### src/inc/msb_pkg.sv
// constants shared by the status bus master
package msb_pkg;
    // -------------------------------------------------
    // timing
    // -------------------------------------------------
    localparam int CLK_MHZ   = 200;
    localparam int SLOT_US   = 310;
    localparam int SETUP_US  = 1;
    localparam int HOLD_US   = 15;
    localparam int SLOT_CYC  = SLOT_US * CLK_MHZ;
    localparam int SETUP_CYC = SETUP_US * CLK_MHZ;
    localparam int HOLD_CYC  = HOLD_US * CLK_MHZ;
    // -------------------------------------------------
    // bus shape
    // -------------------------------------------------
    localparam int WORDS  = 16;
    localparam int BITS   = 4;
    localparam int ADDR_W = 4;
    localparam int IMG_W  = WORDS * BITS;
    // -------------------------------------------------
    // registers (byte addresses)
    // -------------------------------------------------
    localparam logic [7:0] OFS_CTRL   = 8'h00;
    localparam logic [7:0] OFS_STATUS = 8'h04;
    localparam logic [7:0] OFS_TX_LO  = 8'h08;
    localparam logic [7:0] OFS_TX_HI  = 8'h0C;
    localparam logic [7:0] OFS_RX_LO  = 8'h10;
    localparam logic [7:0] OFS_RX_HI  = 8'h14;
    localparam logic [7:0] OFS_FIFO   = 8'h18;
    localparam int CTRL_SCAN    = 0;
    localparam int CTRL_PAUSE   = 1;
    localparam logic CTRL_SCAN_RST  = 1'h1;
    localparam logic CTRL_PAUSE_RST = 1'h0;
    localparam int STAT_SCANNING = 4;
    localparam int STAT_EMPTY    = 5;
    localparam int STAT_FULL     = 6;
    localparam int FIFO_VALID    = 8;
    // -------------------------------------------------
    // status-only bit positions (word * 4 + bit)
    // -------------------------------------------------
    localparam int BIT_TX_KEYED  = 10;
    localparam int BIT_RX1_OPEN  = 12;
    localparam int BIT_RX2_OPEN  = 16;
    localparam int BIT_RPT_OPEN  = 20;
    localparam int BIT_INHIBIT   = 27;
    localparam logic [63:0] STATUS_ONLY_MASK = 64'h0000_0000_0811_1400;
    localparam logic [3:0]  WORD_TX_KEYED   = 4'h2;
    // -------------------------------------------------
    // capture fifo and scanner phase
    // -------------------------------------------------
    localparam int FIFO_W     = 8;
    localparam int FIFO_DEPTH = 32;
    typedef enum logic [0:0] {PH_IDLE, PH_SLOT} msb_phase_e;
endpackage

### src/design/msb_bus_master.sv
// status bus master: word scanner, capture fifo and apb registers
// How it works
// - the bus has 16 words of 4 bits, 64 bits in all.
// - only this master drives the word select lines and strobe.
// - data lines are active low, open collector, wired OR.
// - any party may read or assert any bit of any word.
// - the word address steps by one every 310 us.
// - the address changes only while the strobe is high.
// - data is stable at least 1 us before the strobe rises.
// - data stays stable at least 15 us after the strobe rises.
// - a pause holds the strobe high and keeps the last address.
// - status-only bits set by others never change station state.
// - the master asserts the keyed bit when the transmitter keys.
// - five listed bits are status-only, driven by the master from station flags.
// - during expansion reset the strobe is high, scanning stops.
`timescale 1ns/1ps
`default_nettype none

// -------------------------------------------------
// capture fifo
// -------------------------------------------------
module msb_fifo #(
    parameter int W     = 8,
    parameter int DEPTH = 32
) (
    // clock and reset
    input  wire logic         clk,
    input  wire logic         rst_n,
    // fill side
    input  wire logic         in_valid,
    output logic              in_ready,
    input  wire logic [W-1:0] in_data,
    // drain side
    output logic              out_valid,
    input  wire logic         out_ready,
    output logic [W-1:0]      out_data
);
    localparam int PW = $clog2(DEPTH);
    typedef struct packed {
        logic [DEPTH-1:0][W-1:0] mem;
        logic [PW-1:0]           wr;
        logic [PW-1:0]           rd;
        logic [PW:0]             count;
    } msb_fifo_s;
    msb_fifo_s s_reg;
    msb_fifo_s s_next;
    logic      push;
    logic      pop;

    assign in_ready  = s_reg.count != (PW+1)'(DEPTH);
    assign out_valid = s_reg.count != '0;
    assign out_data  = s_reg.mem[s_reg.rd];
    assign push      = in_valid && in_ready;
    assign pop       = out_valid && out_ready;

    function automatic logic [PW-1:0] step(input logic [PW-1:0] p);
        step = (p == PW'(DEPTH - 1)) ? '0 : p + 1'b1;
    endfunction

    always_comb begin
        s_next = s_reg;
        if (push) begin
            s_next.mem[s_reg.wr] = in_data;
            s_next.wr = step(s_reg.wr);
        end
        if (pop) begin
            s_next.rd = step(s_reg.rd);
        end
        if (push && !pop) begin
            s_next.count = s_reg.count + 1'b1;
        end else if (pop && !push) begin
            s_next.count = s_reg.count - 1'b1;
        end
    end

    always_ff @(posedge clk or negedge rst_n) begin
        if (!rst_n) begin
            s_reg <= '0;
        end else begin
            s_reg <= s_next;
        end
    end
endmodule

// -------------------------------------------------
// bus master
// -------------------------------------------------
module msb_bus_master
    import msb_pkg::*;
#(
    parameter int SLOT_CYCLES = msb_pkg::SLOT_CYC
) (
    // clock and reset
    input  wire logic        pclk,
    input  wire logic        presetn,
    // apb slave
    input  wire logic        psel,
    input  wire logic        penable,
    input  wire logic        pwrite,
    input  wire logic [7:0]  paddr,
    input  wire logic [31:0] pwdata,
    output logic [31:0]      prdata,
    output logic             pready,
    output logic             pslverr,
    // station side
    input  wire logic        expansion_reset_n,
    input  wire logic        transmitter_keyed_flag,
    input  wire logic        receiver_one_open_flag,
    input  wire logic        receiver_two_open_flag,
    input  wire logic        repeater_open_flag,
    input  wire logic        access_inhibit_flag,
    output logic [63:0]      command_bits,
    // multiplexed status bus
    output logic [3:0]       word_select_lines,
    output logic             word_strobe_n,
    input  wire logic [3:0]  shared_bit_lines_n_in,
    output logic [3:0]       shared_bit_lines_n_out,
    output logic [3:0]       shared_bit_lines_n_oe
);
    import msb_pkg::*;

    localparam int CW = $clog2(SLOT_CYCLES + 1);
    localparam logic [CW-1:0] FALL_AT = CW'(SETUP_CYC);
    localparam logic [CW-1:0] RISE_AT = CW'(SLOT_CYCLES - HOLD_CYC);
    localparam logic [CW-1:0] LAST    = CW'(SLOT_CYCLES - 1);

    typedef struct packed {
        msb_phase_e         phase;
        logic [CW-1:0]      cnt;
        logic [ADDR_W-1:0]  addr;
        logic               strobe_n;
        logic               drive;
        logic [BITS-1:0]    oe;
        logic               scan;
        logic               pause;
        logic [IMG_W-1:0]   tx_img;
        logic [IMG_W-1:0]   rx_img;
        logic               push;
        logic [FIFO_W-1:0]  push_data;
    } msb_state_s;

    msb_state_s         s_reg;
    msb_state_s         s_next;
    logic               wr_en;
    logic               rd_en;
    logic               go;
    logic               start;
    logic               fifo_ready;
    logic               fifo_valid;
    logic               fifo_pop;
    logic [FIFO_W-1:0]  fifo_data;
    logic [IMG_W-1:0]   live_tx;
    logic [ADDR_W-1:0]  nxt_addr;

    // -------------------------------------------------
    // word helpers
    // -------------------------------------------------
    function automatic logic [BITS-1:0] word_of(
        input logic [IMG_W-1:0]  img,
        input logic [ADDR_W-1:0] a
    );
        word_of = img[a*BITS +: BITS];
    endfunction

    function automatic logic [IMG_W-1:0] put_word(
        input logic [IMG_W-1:0]  img,
        input logic [ADDR_W-1:0] a,
        input logic [BITS-1:0]   w
    );
        put_word = img;
        put_word[a*BITS +: BITS] = w;
    endfunction

    // status-only bits come from station state, never from software
    always_comb begin
        live_tx = s_reg.tx_img & ~STATUS_ONLY_MASK;
        live_tx[BIT_TX_KEYED] = transmitter_keyed_flag;
        live_tx[BIT_RX1_OPEN] = receiver_one_open_flag;
        live_tx[BIT_RX2_OPEN] = receiver_two_open_flag;
        live_tx[BIT_RPT_OPEN] = repeater_open_flag;
        live_tx[BIT_INHIBIT]  = access_inhibit_flag;
    end

    // -------------------------------------------------
    // apb access
    // -------------------------------------------------
    assign wr_en    = psel && penable && pwrite;
    assign rd_en    = psel && penable && !pwrite;
    assign pready   = 1'b1;
    assign fifo_pop = rd_en && (paddr == OFS_FIFO);

    always_comb begin
        prdata  = '0;
        pslverr = 1'b0;
        unique case (paddr)
            OFS_CTRL: begin
                prdata[CTRL_SCAN]  = s_reg.scan;
                prdata[CTRL_PAUSE] = s_reg.pause;
            end
            OFS_STATUS: begin
                prdata[ADDR_W-1:0]    = s_reg.addr;
                prdata[STAT_SCANNING] = s_reg.phase == PH_SLOT;
                prdata[STAT_EMPTY]    = !fifo_valid;
                prdata[STAT_FULL]     = !fifo_ready;
            end
            OFS_TX_LO: prdata = live_tx[31:0];
            OFS_TX_HI: prdata = live_tx[63:32];
            OFS_RX_LO: prdata = s_reg.rx_img[31:0];
            OFS_RX_HI: prdata = s_reg.rx_img[63:32];
            OFS_FIFO: begin
                prdata[FIFO_W-1:0] = fifo_data;
                prdata[FIFO_VALID] = fifo_valid;
            end
            default: pslverr = psel && penable;
        endcase
    end

    // -------------------------------------------------
    // scanner
    // -------------------------------------------------
    // pause on a full fifo so no captured word is dropped
    assign go = s_reg.scan && !s_reg.pause && fifo_ready
             && expansion_reset_n;
    assign nxt_addr = s_reg.addr + 1'b1;

    always_comb begin
        s_next      = s_reg;
        s_next.push = 1'b0;
        start       = 1'b0;
        if (wr_en && paddr == OFS_CTRL) begin
            s_next.scan  = pwdata[CTRL_SCAN];
            s_next.pause = pwdata[CTRL_PAUSE];
        end
        if (wr_en && paddr == OFS_TX_LO) begin
            s_next.tx_img[31:0] = pwdata;
        end
        if (wr_en && paddr == OFS_TX_HI) begin
            s_next.tx_img[63:32] = pwdata;
        end
        if (!expansion_reset_n) begin
            // abort at once, address held, lines released
            s_next.phase    = PH_IDLE;
            s_next.strobe_n = 1'b1;
            s_next.drive    = 1'b0;
            s_next.oe       = '0;
            s_next.cnt      = LAST;
        end else begin
            unique case (s_reg.phase)
                PH_IDLE: begin
                    start = go;
                end
                PH_SLOT: begin
                    s_next.cnt = s_reg.cnt + 1'b1;
                    if (s_reg.cnt == FALL_AT - 1'b1) begin
                        s_next.strobe_n = 1'b0;
                    end
                    if (s_reg.cnt == RISE_AT - 1'b1) begin
                        s_next.strobe_n = 1'b1;
                        s_next.rx_img = put_word(s_reg.rx_img,
                            s_reg.addr, ~shared_bit_lines_n_in);
                        s_next.push = 1'b1;
                        s_next.push_data = {s_reg.addr,
                            ~shared_bit_lines_n_in};
                    end
                    if (s_reg.cnt == LAST) begin
                        start = go;
                        if (!go) begin
                            // halt: strobe stays high, address kept
                            s_next.phase = PH_IDLE;
                            s_next.drive = 1'b0;
                            s_next.oe    = '0;
                            s_next.cnt   = LAST;
                        end
                    end
                end
            endcase
        end
        if (start) begin
            // word frozen for the whole slot
            s_next.phase = PH_SLOT;
            s_next.cnt   = '0;
            s_next.addr  = nxt_addr;
            s_next.drive = 1'b1;
            s_next.oe    = word_of(live_tx, nxt_addr);
        end
    end

    always_ff @(posedge pclk or negedge presetn) begin
        if (!presetn) begin
            s_reg          <= '0;
            s_reg.phase    <= PH_IDLE;
            s_reg.cnt      <= LAST;
            s_reg.addr     <= 4'hF;
            s_reg.strobe_n <= 1'b1;
            s_reg.scan     <= CTRL_SCAN_RST;
            s_reg.pause    <= CTRL_PAUSE_RST;
        end else begin
            s_reg <= s_next;
        end
    end

    msb_fifo #(
        .W     (FIFO_W),
        .DEPTH (FIFO_DEPTH)
    ) u_fifo (
        .clk       (pclk),
        .rst_n     (presetn),
        .in_valid  (s_reg.push),
        .in_ready  (fifo_ready),
        .in_data   (s_reg.push_data),
        .out_valid (fifo_valid),
        .out_ready (fifo_pop),
        .out_data  (fifo_data)
    );

    // -------------------------------------------------
    // pins
    // -------------------------------------------------
    assign word_select_lines      = s_reg.addr;
    assign word_strobe_n          = s_reg.strobe_n;
    assign shared_bit_lines_n_out = '0;
    assign shared_bit_lines_n_oe  = s_reg.oe;
    assign command_bits = s_reg.rx_img & ~STATUS_ONLY_MASK;
endmodule

`default_nettype wire

### config.mk
export PLATFORM = sky130hd
export DESIGN_NAME = msb_bus_master
export DESIGN_NICKNAME = d
export VERILOG_FILES = /design/src/inc/msb_pkg.sv /design/src/design/msb_bus_master.sv
export SDC_FILE = /design/constraint.sdc
export NUM_CORES = 1
export LEC_CHECK = 0
export BUFFER_PORTS_ARGS = -buffer_cell sky130_fd_sc_hd__buf_2
export CAP_MARGIN = 20
export CORE_MARGIN = 5
export CORE_UTILIZATION = 40
export DETAILED_ROUTE_END_ITERATION = 10
export SKIP_CTS_REPAIR_TIMING = 1
export SLEW_MARGIN = 20
export SYNTH_ARGS = -nofsm -noshare
export SYNTH_HDL_FRONTEND = slang
export SYNTH_SLANG_ARGS = --single-unit
### constraint.sdc
create_clock -name pclk -period 5.6 [get_ports pclk]
set_clock_uncertainty 0.1 [all_clocks]
set_input_delay 0.28 -clock pclk [delete_from_list [all_inputs] [get_ports pclk]]
set_output_delay 0.28 -clock pclk [all_outputs]
set_load 0.01 [all_outputs]
# ---- After elaboration in Yosys (flattened, before gate mapping)
# Cells that the tools add are included.
dict set report classes {
  addsub 7
  n_lt_le_gt_ge 3
  eq_ne 17
  shift 3
  mux 33
  bitwise 2
  n_reduce_logical 28
}
# operator count
set op_table {}
lappend op_table {{$bwmux 256} 1}
lappend op_table {{$pmux 23 s4} 1}
lappend op_table {{$mux 17} 4}
lappend op_table {{$bwmux 64} 1}
lappend op_table {{$shift 4x34->64 const A} 1}
lappend op_table {{$shiftx 4x34->64} 1}
lappend op_table {{$shiftx 64x7->4} 1}
lappend op_table {{$bmux 8 s5} 1}
lappend op_table {{$demux 8 s5} 1}
lappend op_table {{$neg 6->34} 1}
lappend op_table {{$eq 16x16->1 const B} 2}
lappend op_table {{$pmux 5 s6} 1}
lappend op_table {{$mux 9} 3}
lappend op_table {{$eq 8x5->1 const B} 3}
lappend op_table {{$mux 6} 4}
lappend op_table {{$mux 21} 1}
lappend op_table {{$mux 5} 4}
lappend op_table {{$add 16x1->16 const B} 1}
lappend op_table {{$eq 16x8->1 const B} 1}
lappend op_table {{$eq 8x4->1 const B} 2}
lappend op_table {{$mux 8} 2}
lappend op_table {{$logic_and 1x1->1} 15}
lappend op_table {{$pmux 2 s7} 1}
lappend op_table {{$lt 5x6->1 const B} 2}
lappend op_table {{24 further kinds} 38}
dict set report totals {
  ff_bits 437
  inputBits 55
  output_inout_bits 111
  elab_cells 140
}

# ---- Logic depth before layout (Yosys ltp)
# Gate-level depths: netlist of run 1.
dict set report depth {
  ltp_word 9
  depth_mapped 12
  mapped_depth_nobuf 12
}

# ---- Modules after synthesis
# A second synthesis of run 1 with hierarchy kept.
dict set report hier_totals {
  cells_unflattened 1706
  hier_area_um2 21963.6
}
# mod n_inst cells_each area_each_um2
set modules_own_cells {}
lappend modules_own_cells {msb_fifo 1 899 12843.6}
lappend modules_own_cells {msb_bus_master 1 807 9120.0}

# ---- Least setup slack after synthesis of run 1
# OpenSTA, ideal clock, no wires.
dict set report synth_path {
  path_type {reg-to-reg}
  start {register s_reg (netlist bit word_select_lines[0])}
  end {register s_reg (netlist bit shared_bit_lines_n_oe[2])}
  setup_ps 121
  arrival_ps 3333
  required_time_ps 5379
  setup_slack_ps 2046
  path_stages_with_launch 13
  n_path_buf 6
  period_less_slack_ps 3554
  cell_sequence {dfstp_2 > buf_2 > buf_2 > buf_2 > clkinv_1 > ha_1 > clkbuf_1 > buf_1 > buf_2 > mux4_2 > mux2i_1 > o21ai_0 > a22o_1}
}
dict set report synth_between {
  elab_chain_cells 3
}
# item line
set synth_rtl {}
lappend synth_rtl {{start: declaration} msb_bus_master.sv:142} ;# msb_state_s s_reg;
lappend synth_rtl {{start signal: assignment} msb_bus_master.sv:298} ;# s_reg <= s_next;
lappend synth_rtl {{$add 4x1->4} msb_bus_master.sv:224} ;# assign nxt_addr = s_reg.addr + 1'b1;
lappend synth_rtl {{via nxt_addr[0]} msb_bus_master.sv:153} ;# logic [ADDR_W-1:0] nxt_addr;
lappend synth_rtl {{$shiftx 64x7->4} msb_bus_master.sv:162} ;# word_of = img[a*BITS +: BITS];
lappend synth_rtl {{$mux 4} msb_bus_master.sv:278} ;# if (start) begin
# The timed path passes the listed nets, and every way through them passes these cells.
# A chain may end at the register's enable or synchronous reset.

# ---- Worst setup path in the final report of run 1
dict set report layout_path {
  start {register u_fifo.s_reg[7] (netlist name)}
  end {output prdata[6]}
}
dict set report layout_between {
  elab_chain_cells 3
}
# item line
set layout_rtl {}
lappend layout_rtl {{start: declaration} msb_bus_master.sv:45} ;# msb_fifo_s s_reg;
lappend layout_rtl {{start signal: assignment} msb_bus_master.sv:80} ;# s_reg <= s_next;
lappend layout_rtl {{$bmux 8 s5} msb_bus_master.sv:52} ;# assign out_data = s_reg.mem[s_reg.rd];
lappend layout_rtl {{$mux 8 (implied by the code)} msb_bus_master.sv:52}
lappend layout_rtl {{$pmux 5 s6} msb_bus_master.sv:195} ;# unique case (paddr)
lappend layout_rtl {{end: declaration} msb_bus_master.sv:102} ;# output logic [31:0] prdata,
# No other way between the ends. The select of a mux whose other input is x is not followed.

==> flow_summary.toml, run 1 <==
[yosys]
yosysUniqueCellTypes = 77
synth_area_um2 = 21300
ys_ff_latch = 432
synth_warnings = 0
synth_common_cells = "dfrtp_1, mux2_2, buf_4, nand2_1, nor2_1"
synth.top_cell.area_share_pct = 48.8
synthCells = 1626
yosys-top-cells-area = "dfrtp_1, mux2_2, mux4_2"
ys_seq_area_share_pct = 50.8
syn_avg_cell_area_um2 = 13.1
synth_top_cell_by_area = "dfrtp_1"
async_reset_ff_share_pct = 100
synthFlopType = "dfrtp_1"
synth_edf_count = 0
yosysMostFrequentCell = "dfrtp_1"

[global_route]
grt_pass1_wl_mm = 90.0
antenna_found_initial = 1
grt_pass1_vias = 14500
overflow = 0
track_usage_pct = 20.0
grt_max_degree = 163

[detailed_routing]
drc_errors = 0
wire_per_inst_um = 24.1
vias = 14200
drt_wl_total_mm = 59.2
first_pass_iters = 6
antenna_left = 0
via_per_inst = 5.76
drt_iter0_markers = 1171

[critical_path]
critical_path_class = "flop to output port"
crit_chain = "nand3_1 -> o221ai_1 -> a21oi_1 -> a22o_1 -> o21ai_0 -> buf_2"
endpoint_kind = "output port"
cp_max_fo = 16
cp-start-kind = "flop"
critPathMaxStageDelay_ns = 0.82
required_ns = 5.22
r2r_cells = 7
critPathSlowestCell = "dfrtp_1"
timing.rr.start = "word_select_lines[0]"
r2r_slack_ns = 1.71
rr_endpoint = "command_bits[62]"
cp.arrival_ns = 3.72

[timing]
period_needed_ns = 4.10
finalSetupViolations = 0
fin_crit_sh_pct = 73.1
finalMaxSlewViolations = 0
fmax_ghz = 0.244
rsz0062_at_grt = "false"
tns_ns = 0
slew_headroom_pct = 24.2
whs_ns = 0.0152
worst_pin_slew_ns = 1.14
timing.final.hold_violations = 0

[final_layout]
stdcell_count = 2459
post-route-util_pct = 46.2
area_growth_pct = 14.2
drive_gt1_share_pct = 40.0
final_nets = 1803
largest_reg_flops = 272

[hold_path]
min_from = "expansion_reset_n"
holdPathEnd = "word_strobe_n"
hp-class = "primary input to flop"
holdPathStages = 4

[status]
outcome = "completed"

[clock_tree]
clock_latency_ns = 0.58
cts_buffer_depth = 3
clock-sinks = 432
clkTransAtPathRegs_ns = 0.06
cts_tree = "yes"
ctsRootBufferMaster = "clkbuf_16"
cts_buffers = 47
h-tree-depth = 2

[placement]
port_buffers = 155
dp_cells = 2332
place_congestion = 0.886
dp_hpwl_mm = 40.4

[floorplan]
std_cell_rows = 84
die_h_um = 241
die_w_um = 241
die-area_um2 = 58000
floorplan.core_area_um2 = 52700
start_util_pct = 40.5
io_pins = 166

[power]
power.density_nw_per_um2 = 278
power.leakage_uw = 0.0116
vdd_drop_max_v = 0.000201
p_total_uw = 6770

[job]
maxCapViolCount = 0
per-stage QoR:
stage	setup WS [ns]	area, um^2
floorplan	2.05	21300
global placement	1.88	22200
detailed placement	1.79	22300
CTS	1.47	23900
global route	1.38	24300
finish	1.50	24300
power by group:
| group | internal [uW] | switching, uW | total, uW |
|---|---|---|---|
| combinational | 87.1 | 157 | 244 |
| sequential | 3150 | 32.3 | 3180 |
| clock | 2040 | 1310 | 3350 |
cells by family after synthesis:
kind of cell             Yosys count  share of synthesized area [%]
flip-flops                       432                           50.8
adder cells (fa/ha/maj)           17                           1.03
buffers and inverters            189                           4.85
multiplexers                     490                           29.1
AO/OA/AOI/OAI                    213                           7.06
other                              2                         0.0352
XOR/XNOR                          12                          0.493
AND/OR/NAND/NOR                  271                           6.58
routing by layer:
metal | global-route usage, % | routed length, um
met3 | 4.19 | 3470
met2 | 31.2 | 28000
met1 | 28.1 | 25800
met4 | 7.03 | 1990
met5 | 0 | 0
worst max path at each step:
stage / start / cells past startpoint / slack, ns / end
2_1_floorplan: word_select_lines[0] / 12 / 2.05 / shared_bit_lines_n_oe[2]
3_3_place_gp: word_select_lines[0] / 8 / 1.88 / shared_bit_lines_n_oe[2]
3_5_place_dp: word_select_lines[0] / 7 / 1.79 / command_bits[62]
4_1_cts: u_fifo.s_reg[7] / 6 / 1.47 / prdata[5]
5_1_grt: u_fifo.s_reg[7] / 6 / 1.38 / prdata[5]
6_report: u_fifo.s_reg[7] / 6 / 1.50 / prdata[6]
placed cells by master, fill, tap and decap left out, types with 35 or more instances in the layout:
| cell | n |
|---|---|
| mux2_2 | 346 |
| dfrtp_1 | 410 |
| nand2_1 | 73 |
| mux2i_1 | 35 |
| o21ai_0 | 42 |
| clkbuf_16 | 47 |
| buf_2 | 154 |
| dlygate4sd3_1 | 37 |
| a22oi_1 | 67 |
| mux4_2 | 65 |
| nor2_1 | 71 |
| mux2_1 | 44 |
worst max-delay path, delay by kind of cell (launching register included):
family,cells,cell delay [ns]
buffers and inverters,1,0.23
AOI/OAI and AO/OA,4,1.31
and+or+nand+nor,1,0.78
DFF,1,0.82
final cells by class:
cell class | count | area, um^2
Tap cell | 688 | 861
Timing Repair Buffer | 216 | 1380
Sequential cell | 432 | 10800
Multi-Input combinational cell | 1013 | 9480
Clock inverter | 14 | 248
Clock buffer | 72 | 1430
Fill cell | 4624 | 28300
Antenna cell | 3 | 7.51
Inverter | 21 | 78.8
Power figures use the tool's default switching activity.
==> run 2: changes to the inputs <==
- clock period: 5.6 -> 3.6 ns (I/O delays scaled with it)
==> flow_summary.toml, run 2 (same netlist as run 1, synthesis figures left out) <==
[status]
outcome = "completed"

[clock_tree]
h-tree-depth = 2
clkTransAtPathRegs_ns = 0.06
cts_buffer_depth = 3
cts_tree = "yes"
clock_latency_ns = 0.59
cts_buffers = 47
ctsRootBufferMaster = "clkbuf_16"
clock-sinks = 432

[detailed_routing]
drt_wl_total_mm = 59.7
antenna_left = 0
vias = 14300
drt_iter0_markers = 1169
via_per_inst = 5.73
first_pass_iters = 5
wire_per_inst_um = 23.9
drc_errors = 0

[global_route]
track_usage_pct = 20.2
grt_pass1_wl_mm = 90.0
overflow = 0
grt_max_degree = 92
grt_pass1_vias = 14600
antenna_found_initial = 1

[floorplan]
die_h_um = 241
die-area_um2 = 58000
start_util_pct = 40.5
floorplan.core_area_um2 = 52700
std_cell_rows = 84
io_pins = 166
die_w_um = 241

[final_layout]
final_nets = 1841
area_growth_pct = 15.5
drive_gt1_share_pct = 41.4
largest_reg_flops = 272
layout_commonest_cell = "dfrtp_1"
layout_common_cells = "dfrtp_1, mux2_2, buf_2"
diodes = 0

[timing]
fmax_ghz = 0.289
fin_ws_ns = 0.145
worst_pin_slew_ns = 1.12
finalMaxSlewViolations = 0
slew_headroom_pct = 25.3
fin_crit_sh_pct = 96.0
whs_ns = 0.0240
timing.final.hold_violations = 0
period_needed_ns = 3.46
rsz0062_at_grt = "false"
finalSetupViolations = 0

[power]
power.density_nw_per_um2 = 424
power.leakage_uw = 0.0118
vdd_drop_max_v = 0.000343

[critical_path]
cp_max_fo = 12
cp-start-kind = "flop"
required_ns = 3.32
critical_path_class = "flop to output port"
timing.rr.start = "u_fifo.s_reg[0]"
worstSetupStartpoint = "u_fifo.s_reg[9]"
cp.arrival_ns = 3.18
endpoint_kind = "output port"

[placement]
place_congestion = 0.898
port_buffers = 155
pre_cts_slack_ns = 0.233
dp_hpwl_mm = 41.0

[hold_path]
min_from = "paddr[3]"
hp-class = "primary input to flop"

[job]
maxCapViolCount = 0
## run 2: critical path: stages (launching register included)
cell	delay, ns
dfrtp_1	0.65
nor2b_1	0.60
buf_4	0.29
a211oi_1	0.14
a22o_1	0.24
o21ai_0	0.45
buf_2	0.23
## run 2: power by group
group,internal (uW),switching [uW]
registers,4900,39.2
clock network,3050,2040
logic,147,262
total,8100,2340
## run 2: per-stage QoR
stage	cell area, um^2	cells	power [uW]	setup TNS (ns)	utilization, %
after floorplan	21300	1634	5180	0	-
after global placement	22500	2365	5380	0	42.8
after detailed placement	22500	2365	5400	0	42.8
after CTS	24200	2452	10500	-1.21	45.9
after global routing	24600	2495	10800	0	46.8
final	24600	2495	10400	0	46.8
## run 2: metal layers
layer / vias up / GRT usage [%] / part of all wire, %
met3: 102 / 4.56 / 6.0
met5: - / 0 / 0
met2: 449 / 31.5 / 47
met1: 7497 / 28.0 / 44
met4: 0 / 7.16 / 3.4
li1: 6252 / - / -
## run 2: path summary, 6_finish.rpt
| path | end | slack (ns) | depth (start not counted) |
|---|---|---|---|
| min reg2reg | word_strobe_n | 0.38 | 2 |
| min | s_reg[138] | 0.02 | 4 |
| min in group asynchronous | u_fifo.s_reg[51] | 0.10 | 2 |
| max | prdata[6] | 0.14 | 6 |
| max in group asynchronous | u_fifo.s_reg[263] | 2.18 | 3 |
| max reg2reg | u_fifo.s_reg[5] | 0.19 | 11 |
## run 2: final cells by class
class / instances / area [um^2]
inverter: 21 / 78.8
fill: 4659 / 28000
multi-input combinational: 1013 / 9490
clock inverter: 17 / 209
tap: 688 / 861
sequential: 432 / 10800
clock buffer: 70 / 1440
timing repair buffer: 254 / 1710
==> run 3: changes to the inputs <==
- ABC_CLOCK_PERIOD_IN_PS: not set -> 3600
- RECOVER_POWER: not set -> 50
==> flow_summary.toml, run 3 (same netlist as run 1, synthesis figures left out) <==
[critical_path]
critical_path_class = "flop to flop"
required_ns = 4.01
cp-start-kind = "flop"
cp.arrival_ns = 3.81
endpoint_kind = "flop"
cp_max_fo = 6

[timing]
fmax_ghz = 0.294
period_needed_ns = 3.40
timing.final.hold_violations = 0
finalMaxSlewViolations = 74
slew_headroom_pct = -37.9
fin_ws_ns = 0.197
finalSetupViolations = 0
rsz0062_at_grt = "false"
whs_ns = 0.0256
fin_crit_sh_pct = 94.5
worst_pin_slew_ns = 2.07

[clock_tree]
clock_latency_ns = 0.59
h-tree-depth = 2
clock-sinks = 432
ctsRootBufferMaster = "clkbuf_16"
clkTransAtPathRegs_ns = 0.06
cts_tree = "yes"
cts_buffers = 47
cts_buffer_depth = 3

[floorplan]
floorplan.core_area_um2 = 52700
io_pins = 166
start_util_pct = 40.5
die-area_um2 = 58000
die_w_um = 241
die_h_um = 241
std_cell_rows = 84

[final_layout]
area_growth_pct = 15.1
layout_commonest_cell = "dfrtp_1"
largest_reg_flops = 272
final_nets = 1841
layout_common_cells = "dfrtp_1, mux2_2, buf_2"
drive_gt1_share_pct = 37.7
fillers = 4702

[detailed_routing]
drt_wl_total_mm = 59.6
drc_errors = 0
via_per_inst = 5.76
drt_iter0_markers = 1019
wire_per_inst_um = 23.9
vias = 14400
first_pass_iters = 7
antenna_left = 0

[power]
p_total_uw = 10400
power.leakage_uw = 0.0115
vdd_drop_max_v = 0.000343
power.density_nw_per_um2 = 425

[placement]
dp_hpwl_mm = 41.0
pre_cts_slack_ns = 0.233
port_buffers = 155
place_congestion = 0.898

[status]
outcome = "finished with violations"
failed_checks = "capacitance limit, slew limit"

[global_route]
grt_pass1_vias = 14600
grt_max_degree = 92
track_usage_pct = 20.2
antenna_found_initial = 1
grt_pass1_wl_mm = 90.0
overflow = 0

[hold_path]
hp-class = "primary input to flop"

[job]
maxCapViolCount = 1
## run 3: layout make-up
| class | instances | area [um^2] | share of cell area (%) |
|---|---|---|---|
| timing repair buffer | 254 | 1610 | 6.57 |
| clock buffer | 70 | 1440 | 5.85 |
| antenna | 1 | 2.50 | 0.0102 |
| inverter | 21 | 78.8 | 0.321 |
| tap | 688 | 861 | 3.51 |
| clock inverter | 17 | 209 | 0.852 |
| sequential | 432 | 10800 | 44.2 |
| multi-input combinational | 1013 | 9490 | 38.7 |
## run 3: worst max-delay path, cell delays in order, from the launching register on
cell and delay, ns:
dfrtp_1 0.44, or4_1 0.62, nor3_1 0.26, or4_1 0.20
ha_1 0.27, inv_1 0.15, ha_1 0.31, a21o_1 0.12
a21oi_1 0.12, or4_1 0.49, nand3_1 0.11, xnor2_1 0.13
## run 3: layer usage
metal	part of all wire [%]	global-route usage [%]
met3	6.3	4.56
met4	3.4	7.16
met1	43	28.0
met5	0	0
met2	47	31.5
## run 3: power breakdown
group	total, uW	internal (uW)	switching [uW]	leakage, uW
clock network	5090	3050	2040	0.000813
registers	4940	4900	38.7	0.00596
logic	406	145	261	0.00476
total	10400	8100	2340	0.0115
## run 3: metrics by stage
step                area (um^2)  setup TNS (ns)  std cells  utilization, %
finish                    24500               0       2496            46.6
global route              24500               0       2495            46.6
CTS                       24200           -1.21       2452            45.9
detailed placement        22500               0       2365            42.8
global placement          22500               0       2365            42.8
floorplan                 21300               0       1634               -
## run 3: worst paths after layout
check,from,endpoint,slack [ns],cells after the start
max,u_fifo.s_reg[0],u_fifo.s_reg[5],0.20,11
min,paddr[3],s_reg[138],0.03,4
max reg2reg,u_fifo.s_reg[0],u_fifo.s_reg[5],0.20,11
min reg2reg,word_strobe_n,word_strobe_n,0.38,2
max in group asynchronous,presetn,u_fifo.s_reg[228],0.70,3
min in group asynchronous,presetn,u_fifo.s_reg[169],0.66,2
